[src/design/tsom_pkg.sv]
package tsom_pkg;

  // ****************************************************************
  // Auxiliary pin source codes
  // ****************************************************************
  localparam logic [3:0] AUX_TRISTATE = 4'h0;
  localparam logic [3:0] AUX_DAC_REG = 4'h1;
  localparam logic [3:0] AUX_DAC_CORR = 4'h2;
  localparam logic [3:0] AUX_DAC_MINLVL = 4'h4;
  localparam logic [3:0] AUX_ADC_I = 4'h5;
  localparam logic [3:0] AUX_ADC_Q = 4'h6;
  localparam logic [3:0] AUX_HIGH = 4'hA;
  localparam logic [3:0] AUX_LOW = 4'hB;
  localparam logic [3:0] AUX_TX_ACT = 4'hC;
  localparam logic [3:0] AUX_RX_ACT = 4'hD;
  localparam logic [3:0] AUX_SUBC = 4'hE;
  localparam logic [3:0] AUX_TEST_BIT = 4'hF;

  // ****************************************************************
  // Selector field layouts and reset values
  // ****************************************************************
  localparam int AUX_ONE_LSB = 4;
  localparam int AUX_TWO_LSB = 0;
  localparam logic [7:0] ANALOG_SEL_RST = 8'h00;
  localparam logic [4:0] GROUP_RX = 5'h07;
  localparam logic [2:0] PICK_RX_DATA = 3'h6;

  // ****************************************************************
  // Data rates and pattern modes
  // ****************************************************************
  localparam logic [1:0] RATE_106 = 2'h0;
  localparam logic [1:0] PRBS_OFF = 2'h0;
  localparam logic [1:0] PRBS_9 = 2'h1;
  localparam logic [1:0] PRBS_15 = 2'h2;
  localparam logic [14:0] PRBS_SEED = 15'h7FFF;
  localparam int BUS_WIDTH = 6;

  // Frame phase reported by the transceiver
  typedef enum logic [2:0] {
    PH_IDLE = 3'b000,
    PH_START = 3'b001,
    PH_DATA = 3'b011,
    PH_PARITY = 3'b010,
    PH_CRC = 3'b110
  } tsom_phase_t;

endpackage

[src/design/tsom_prbs_gen.sv]
`timescale 1ns/1ps
module tsom_prbs_gen
  import tsom_pkg::*;
(
  // Clock and reset
  input wire logic ref_clk_i,
  input wire logic srst_i,
  // Control
  input wire logic [1:0] mode_i,
  input wire logic load_i,
  input wire logic step_i,
  // Pattern bit
  output logic bit_o
);

  typedef struct packed {
    logic [14:0] lfsr;
  } tsom_prbs_st_t;

  tsom_prbs_st_t st_reg;
  tsom_prbs_st_t st_next;

  // ****************************************************************
  // Shift register, taps x^9+x^5+1 or x^15+x^14+1
  // ****************************************************************
  always_comb begin
    st_next = st_reg;
    if (load_i) begin
      st_next.lfsr = PRBS_SEED;
    end else if (step_i) begin
      if (mode_i == PRBS_9) begin
        st_next.lfsr = {6'h00, st_reg.lfsr[7:0],
                        st_reg.lfsr[8] ^ st_reg.lfsr[4]};
      end else begin
        st_next.lfsr = {st_reg.lfsr[13:0],
                        st_reg.lfsr[14] ^ st_reg.lfsr[13]};
      end
    end
  end

  // State register
  always_ff @(posedge ref_clk_i) begin
    if (srst_i) begin
      st_reg <= '{lfsr: PRBS_SEED};
    end else begin
      st_reg <= st_next;
    end
  end

  // Output bit from the last stage
  assign bit_o = (mode_i == PRBS_9) ? st_reg.lfsr[8] : st_reg.lfsr[14];

endmodule

[src/design/tsom_test_mux.sv]
`timescale 1ns/1ps
module tsom_test_mux
  import tsom_pkg::*;
(
  // Clock and reset
  input wire logic ref_clk_i,
  input wire logic srst_i,
  // Selectors
  input wire logic [7:0] analog_test_selector_i,
  input wire logic [4:0] test_bus_group_select_i,
  input wire logic [2:0] bus_bit_picker_i,
  input wire logic [1:0] prbs_mode_i,
  // Transceiver state
  input wire logic [1:0] data_rate_i,
  input wire logic [2:0] rx_phase_i,
  input wire logic [2:0] tx_phase_i,
  input wire logic transmit_cmd_i,
  input wire logic tx_bit_strobe_i,
  input wire logic tx_frame_end_i,
  input wire logic framing_insert_i,
  // Receiver test signals
  input wire logic rx_data_i,
  input wire logic rx_coll_i,
  input wire logic rx_valid_i,
  input wire logic rx_stop_i,
  input wire logic receiver_reset_line_i,
  input wire logic subcarrier_det_i,
  // Converter sample streams, one bit each
  input wire logic adc_i_i,
  input wire logic adc_q_i,
  input wire logic dac_reg_one_i,
  input wire logic dac_reg_two_i,
  input wire logic dac_corr_i,
  input wire logic dac_minlvl_i,
  // Auxiliary pins
  output logic analog_out_one_o,
  output logic analog_out_one_oe_n_o,
  output logic analog_out_two_o,
  output logic analog_out_two_oe_n_o,
  // Digital test bus pins D1..D6
  output logic [5:0] test_bus_o,
  // Pattern transmit, picked test bit and activity flags
  output logic prbs_active_o,
  output logic prbs_data_o,
  output logic picked_test_bit_o,
  output logic transmit_activity_o,
  output logic receive_activity_o
);

  typedef struct packed {
    logic analog_out_one;
    logic analog_out_one_oe_n;
    logic analog_out_two;
    logic analog_out_two_oe_n;
    logic [5:0] bus;
    logic pick;
    logic tx_act;
    logic rx_act;
    logic prbs_on;
    logic prbs_bit;
  } tsom_st_t;

  tsom_st_t st_reg;
  tsom_st_t st_next;
  logic prbs_bit;
  logic prbs_load;
  logic prbs_step;
  logic [5:0] bus_now;

  // ****************************************************************
  // Source decode, shared by both auxiliary pins
  // ****************************************************************
  function automatic logic aux_value(input logic [3:0] code,
                                     input logic dac_reg,
                                     input logic tx_act,
                                     input logic rx_act,
                                     input logic pick);
    logic v;
    v = 1'b0;
    case (code)
      AUX_DAC_REG: v = dac_reg;
      AUX_DAC_CORR: v = dac_corr_i;
      AUX_DAC_MINLVL: v = dac_minlvl_i;
      AUX_ADC_I: v = adc_i_i;
      AUX_ADC_Q: v = adc_q_i;
      AUX_HIGH: v = 1'b1;
      AUX_LOW: v = 1'b0;
      AUX_TX_ACT: v = tx_act;
      AUX_RX_ACT: v = rx_act;
      AUX_SUBC: v = subcarrier_det_i;
      AUX_TEST_BIT: v = pick;
      default: v = 1'b0;
    endcase
    return v;
  endfunction

  // Picker value n selects pin Dn; 0 and 7 read low, never out of range
  function automatic logic pick_line(input logic [5:0] lines,
                                     input logic [2:0] idx);
    logic v;
    v = 1'b0;
    if (idx != 3'h0 && idx != 3'h7) begin
      v = lines[idx - 3'h1];
    end
    return v;
  endfunction

  // Tristate code releases the pin, reserved codes drive low
  function automatic logic aux_oe_n(input logic [3:0] code);
    return (code == AUX_TRISTATE);
  endfunction

  // ****************************************************************
  // Pattern generator
  // ****************************************************************
  // Selecting a mode only arms it; the transmit command starts it
  assign prbs_load = transmit_cmd_i & (prbs_mode_i != PRBS_OFF);
  // Framing bits are inserted by the transmitter; hold the pattern then
  assign prbs_step = st_reg.prbs_on & tx_bit_strobe_i
                     & ~framing_insert_i;

  tsom_prbs_gen u_prbs (
    .ref_clk_i(ref_clk_i),
    .srst_i(srst_i),
    .mode_i(prbs_mode_i),
    .load_i(prbs_load),
    .step_i(prbs_step),
    .bit_o(prbs_bit)
  );

  // Test bus contents for the receiver group
  always_comb begin
    bus_now = 6'h00;
    if (test_bus_group_select_i == GROUP_RX) begin
      bus_now = {rx_data_i, rx_coll_i, rx_valid_i, rx_stop_i,
                 receiver_reset_line_i, 1'b0};
    end
  end

  // ****************************************************************
  // Next state
  // ****************************************************************
  always_comb begin
    st_next = st_reg;
    st_next.bus = bus_now;
    st_next.pick = pick_line(bus_now, bus_bit_picker_i);
    if (data_rate_i == RATE_106) begin
      st_next.rx_act = (rx_phase_i == PH_DATA) | (rx_phase_i == PH_PARITY)
                       | (rx_phase_i == PH_CRC);
      st_next.tx_act = (tx_phase_i != PH_IDLE);
    end else begin
      st_next.rx_act = (rx_phase_i == PH_DATA)
                       | (rx_phase_i == PH_CRC);
      st_next.tx_act = (tx_phase_i == PH_DATA)
                       | (tx_phase_i == PH_CRC);
    end
    if (prbs_load) begin
      st_next.prbs_on = 1'b1;
    end else if (tx_frame_end_i || prbs_mode_i == PRBS_OFF) begin
      st_next.prbs_on = 1'b0;
    end
    st_next.prbs_bit = st_reg.prbs_on & prbs_bit;
    st_next.analog_out_one = aux_value(analog_test_selector_i[AUX_ONE_LSB +: 4],
                             dac_reg_one_i, st_reg.tx_act, st_reg.rx_act,
                             st_reg.pick);
    st_next.analog_out_one_oe_n = aux_oe_n(analog_test_selector_i[AUX_ONE_LSB +: 4]);
    st_next.analog_out_two = aux_value(analog_test_selector_i[AUX_TWO_LSB +: 4],
                             dac_reg_two_i, st_reg.tx_act, st_reg.rx_act,
                             st_reg.pick);
    st_next.analog_out_two_oe_n = aux_oe_n(analog_test_selector_i[AUX_TWO_LSB +: 4]);
  end

  // State register
  always_ff @(posedge ref_clk_i) begin
    if (srst_i) begin
      st_reg <= '{analog_out_one: 1'b0, analog_out_one_oe_n: 1'b1, analog_out_two: 1'b0, analog_out_two_oe_n: 1'b1,
                  bus: 6'h00, pick: 1'b0, tx_act: 1'b0, rx_act: 1'b0,
                  prbs_on: 1'b0, prbs_bit: 1'b0};
    end else begin
      st_reg <= st_next;
    end
  end

  // ****************************************************************
  // Outputs
  // ****************************************************************
  assign analog_out_one_o = st_reg.analog_out_one;
  assign analog_out_one_oe_n_o = st_reg.analog_out_one_oe_n;
  assign analog_out_two_o = st_reg.analog_out_two;
  assign analog_out_two_oe_n_o = st_reg.analog_out_two_oe_n;
  assign test_bus_o = st_reg.bus;
  assign picked_test_bit_o = st_reg.pick;
  assign transmit_activity_o = st_reg.tx_act;
  assign receive_activity_o = st_reg.rx_act;
  assign prbs_active_o = st_reg.prbs_on;
  assign prbs_data_o = st_reg.prbs_bit;

endmodule

[config.mk]
export PLATFORM = sky130hd
export DESIGN_NAME = tsom_test_mux
export DESIGN_NICKNAME = d
export VERILOG_FILES = /design/src/design/tsom_pkg.sv /design/src/design/tsom_prbs_gen.sv /design/src/design/tsom_test_mux.sv
export SDC_FILE = /design/constraint.sdc
export NUM_CORES = 1
export LEC_CHECK = 0
export BUFFER_PORTS_ARGS = -buffer_cell sky130_fd_sc_hd__buf_2
export CAP_MARGIN = 5
export CELL_PAD_IN_SITES_DETAIL_PLACEMENT = 2
export CELL_PAD_IN_SITES_GLOBAL_PLACEMENT = 2
export CORE_MARGIN = 2
export CORE_UTILIZATION = 26
export CTS_CLUSTER_DIAMETER = 120
export CTS_CLUSTER_SIZE = 8
export DETAILED_ROUTE_END_ITERATION = 6
export GPL_TIMING_DRIVEN = 0
export PLACE_DENSITY_LB_ADDON = 0.1
export SLEW_MARGIN = 30
export SYNTH_ARGS = -nofsm -noshare
export SYNTH_HDL_FRONTEND = slang
export SYNTH_SLANG_ARGS = --single-unit
[constraint.sdc]
create_clock -name ref_clk_i -period 1.4 [get_ports ref_clk_i]
set_clock_uncertainty 0.15 [all_clocks]
set_input_delay 0.35 -clock ref_clk_i [delete_from_list [all_inputs] [get_ports ref_clk_i]]
set_output_delay 0.35 -clock ref_clk_i [all_outputs]
set_load 0.03 [all_outputs]
======== After elaboration in Yosys (flattened, before gate mapping) ========
Index checks and enable logic that the tools add are counted.
cells by class
  add/subtract/negate cells ............... 1
  $lt $le $gt $ge ......................... 1
  equality and inequality tests ........... 28
  mux-type cells .......................... 10
  bitwise operators ....................... 12
  reduce and logical (&&, ||, !) cells .... 12
operators with widths
  operator                                            number
  == test 4 bit, second input constant                10
  == test 4 x 3 -> 1 bit, second input constant       6
  one-hot mux 1 bit (10 select lines)                 2
  2-to-1 mux 15 bit                                   1
  == test 3 x 2 -> 1 bit, second input constant       3
  == test 4 x 1 -> 1 bit, second input constant       2
  == test 4 x 2 -> 1 bit, second input constant       2
  logical NOT 4 bit                                   2
  == test 3 bit, second input constant                2
  2-to-1 mux 6 bit                                    1
  nonzero test 3 bit                                  2
  == test 5 x 3 -> 1 bit, second input constant       1
  bitwise AND 1 bit                                   4
  logical NOT 2 bit                                   2
  < comparator 3 x 4 -> 1 bit, second input constant  1
  2-to-1 mux 1 bit                                    4
  bitwise OR 1 bit                                    4
  nonzero test 2 bit                                  2
  OR reduction 2 bit                                  2
  binary-select mux 1 bit (select 3 bit)              1
  != test 3 bit, second input constant                1
  subtractor 3 x 1 -> 3 bit, second input constant    1
  == test 2 x 1 -> 1 bit, second input constant       1
  2-to-1 mux 2 bit                                    1
  4 further kinds                                     6
storage, ports and cells
  bits in registers ....................... 30
  input bits .............................. 44
  output and inout port bits .............. 15
  logic and storage cells ................. 75

======== Depth between registers and ports, before layout ========
  depth after elaboration ................. 4
  mapped depth ............................ 6
  mapped depth without buffers ............ 6

======== Hierarchy ========
A second synthesis with hierarchy kept.
second synthesis, totals
  cells, all modules ...................... 147
  area, all modules ....................... 1386.3 µm²
by module, submodules not included
  module         times used  cells an instance  area an instance (µm²)  sequential area each (µm²)
  tsom_test_mux  1           85                 770.7                   280.3
  tsom_prbs_gen  1           62                 615.6                   300.3

======== Worst setup path before layout ========
Ideal clock, no wire load.
  path type ............................... register -> register
  start point ............................. reg st_reg, in the netlist prbs_active_o
  end point ............................... reg u_prbs.st_reg[0] (netlist bit)
  arrival time ............................ 1.213 ns
  required time ........................... 1.122 ns
  slack ................................... -0.091 ns
  cell stages (with the launch flop) ...... 7
  path buffers ............................ 2
  cells stage by stage .................... dfxtp_1 -> nand2_1 -> or2_1 -> buf_2 -> buf_6 -> nand2_1 -> nand3_1
between the ends
  cells in the longest elaborated chain, start to end .. 2
RTL lines
  what                    line                  text
  start, declared         tsom_test_mux.sv:63   tsom_st_t st_reg;
  start signal, assigned  tsom_test_mux.sv:176  st_reg <= '{analog_out_one: 1'b0, analog_out_one_oe_n: 1'b1, analog_out_two: 1'b0, analog_out_two_oe_n: 1'b1,
  start signal, assigned  tsom_test_mux.sv:180  st_reg <= st_next;
  bitwise AND 1 bit       tsom_test_mux.sv:119  assign prbs_step = st_reg.prbs_on & tx_bit_strobe_i
  bitwise AND 1 bit       tsom_test_mux.sv:120  & ~framing_insert_i;
  end signal, assigned    tsom_prbs_gen.sv:44   st_reg <= '{lfsr: PRBS_SEED};
  end signal, assigned    tsom_prbs_gen.sv:46   st_reg <= st_next;
  end, declared           tsom_prbs_gen.sv:20   tsom_prbs_st_t st_reg;
Every way passes these cells.
A chain may end at the register's enable or synchronous reset.

======== Worst setup path after layout ========
  start point ............................. reg st_reg, in the netlist prbs_active_o
  end point ............................... out prbs_active_o
RTL lines
  what           line                 text
  end, declared  tsom_test_mux.sv:43  output logic prbs_active_o,
No word-level cell between the ends.

==> results.toml <==
[layout]
largest_reg_flops = 15
final_nets = 275
syn2layout_area_growth_pct = 32.1
drive_gt1_share_pct = 34.1
fin_util_pct = 36.3
num-fill-cells = 611
final_area_um2 = 1890
insertedDiodeCount = 0

[setup_path]
critical_path_required_ps = 900
cp.buffers_inverters = 1
crit_chain = "buf_2"
crit_path_max_incr_delay_ps = 370
startpoint_type = "register"
critPathKind = "register to primary output"
cpLargestDelayFamily = "flip-flops"
crit_fanout = 4
cp-end-kind = "primary output"
slowest_stage = "dfxtp_4"
worstPathArrival_ps = 850

[power]
p_leak_nw = 0.935
peakVddDrop_mv = 0.360
pwr_density_cell_nw_per_um2 = 970

[run_status]
status = "finished, final reports clean"

[synthesis]
yosysMostFrequentCell = "nand2_1"
syn_avg_cell_area_um2 = 8.56
synth_top_area_share_pct = 40.6
synth_compound_area_share_pct = 13.1
syn_nets = 214
muxShareOfSynthArea_pct = 4.64
yosys.area_share.adder_pct = 2.63
synth_edf_count = 0
syn-cell-area_um2 = 1430
synth_commonest_cells = "31 x nand2_1, 29 x dfxtp_1, 22 x nand3_1"
synth-seq-cells = 29
yosys.area.top_type = "dfxtp_1"
seq_area_frac_synth_pct = 40.6
async_reset_ff_share_pct = 0
synth_xor_area_share_pct = 1.23
synth-simple-area-share_pct = 31.6
ys_warn_count = 0
synth_cells = 167
synthTopCellsByArea = "dfxtp_1 41%, nand2_1 8.1%, nand3_1 7.7%, mux2i_1 2.8%, ha_1 2.6%"
yosys.cell_types.count = 45
synth-main-ff-cell = "dfxtp_1"
synth_top_family_by_area = "simple AND/OR/NAND/NOR gates"

[clock_network]
clk_root_buffer_cell = "clkbuf_8"
cts_buffer_depth = 2
htreeDepth = 2
cts.clk_slew.worst_paths_ps = 60
cts_sinks = 29
cts_buffers = 5
cts_tree = "yes"
holdBufCountCts = 0
clock_latency_ps = 280

[sta]
setup_viol = 0
post-route-period-util_pct = 96.7
layout_min_cycle_time_ps = 1350
hold_viol_final = 0
rsz0062_at_grt = "false"
fmax_ghz = 0.738
slew_viol_final = 0

[placed_design]
finalWeightedCongestion = 0.736
port_buffers = 55
hpwl_um = 3590
postPlaceCellArea_um2 = 1790

[floorplanning]
ioPinCount = 59
dieArea_um2 = 6100
die_h_um = 78.1
rows = 26
die_x_um = 78.1
core_um2 = 5200
initial_core_util_pct = 27.5

[global_route]
grt_pass1_wl_um = 7320
grt_usage_pct = 15.1
grt-ovfl-total = 0
grt_max_degree = 11
antenna_found_initial = 0
grt_pass1_vias = 1519

[routing]
first_iter_violations = 24
antenna_left = 0
wl_per_cell_um = 14.7
wirelength_um = 4380
via_per_inst = 4.74
drcViolationCount = 0
vias = 1416
drtPass1Iterations = 4

[flow_run]
cap_violations = 0

[min_path]
hp-class = "input pin to register"
## report_power, final
group | leakage (nW) | switching, mW | internal, mW
Clock | 0.0395 | 0.314 | 0.353
Combinational | 0.658 | 0.171 | 0.131
Sequential | 0.237 | 0.0135 | 0.848
## area by class of cell
cell class | count | area (um2) | area share [%]
clock buffer | 8 | 80.1 | 4.24
tap | 70 | 87.6 | 4.64
inverter | 6 | 22.5 | 1.19
buffer | 7 | 58.8 | 3.11
sequential | 29 | 584 | 30.9
timing repair buffer | 55 | 275 | 14.6
multi-input combinational | 124 | 779 | 41.3
## layout by cell type (no fill, tap or decap), types with 2 or more instances in the layout
cell type,n
ha_1,3
mux2i_1,4
nand3_1,22
clkbuf_1,3
nand2_1,30
or2_4,2
o31ai_1,2
a211oi_1,2
inv_1,6
buf_6,3
and3_1,2
o41ai_1,3
nand3b_1,3
o21ai_0,2
a21oi_1,6
nor2b_1,2
and2_1,4
clkbuf_8,5
buf_2,57
nand2b_1,3
nor2_1,5
nor3b_1,2
a31oi_1,2
nor3_1,3
dfxtp_1,28
## final timing paths
path,from,depth (start not counted),slack [ps],endpoint
hold reg to reg,u_prbs.st_reg[3]$_SDFFE_PP1P_,2,320,u_prbs.st_reg[4]$_SDFFE_PP1P_
setup reg to reg,prbs_active_o$_SDFFE_PP0P_,5,120,u_prbs.st_reg[13]$_SDFFE_PP1P_
setup / recovery,prbs_active_o$_SDFFE_PP0P_,1,50,prbs_active_o
hold / removal,rx_data_i,2,130,test_bus_o[5]$_SDFF_PP0_
## metrics by stage
stage          setup WS [ps]  hold WS [ps]  setup TNS [ps]  total power [mW]  cells
6_report                45.8           132               0              1.83    299
5_1_grt                 5.48           128               0              1.94    299
4_1_cts                 15.6           121               0              1.87    299
3_5_place_dp            -263           311           -2150              1.19    292
3_3_place_gp            -185           298           -1240              1.17    292
2_1_floorplan           32.4           269               0              1.05    167
## per-layer routing
layer	part of all wire, %	global-route usage, %
met1	42	16.9
met2	50	27.1
met3	6.6	4.71
met4	1.3	5.26
met5	0	0
## cell families (layout without fill, tap and decap cells)
| logic type | count (synthesis) | after routing |
|---|---|---|
| AOI/OAI and AO/OA | 26 | 26 |
| xor gates and xnor gates | 2 | 2 |
| adders and majority gates | 3 | 3 |
| buffers and inverters | 14 | 76 |
| DFF | 29 | 29 |
| muxes | 6 | 6 |
| other | 1 | 1 |
| and+or+nand+nor | 86 | 86 |
## timing repair
item	CTS	global route
buffers inserted	0	0
setup endpoints to repair	9	16
resized for setup	1	5
Note: power is estimated with default switching activity, not from simulation.
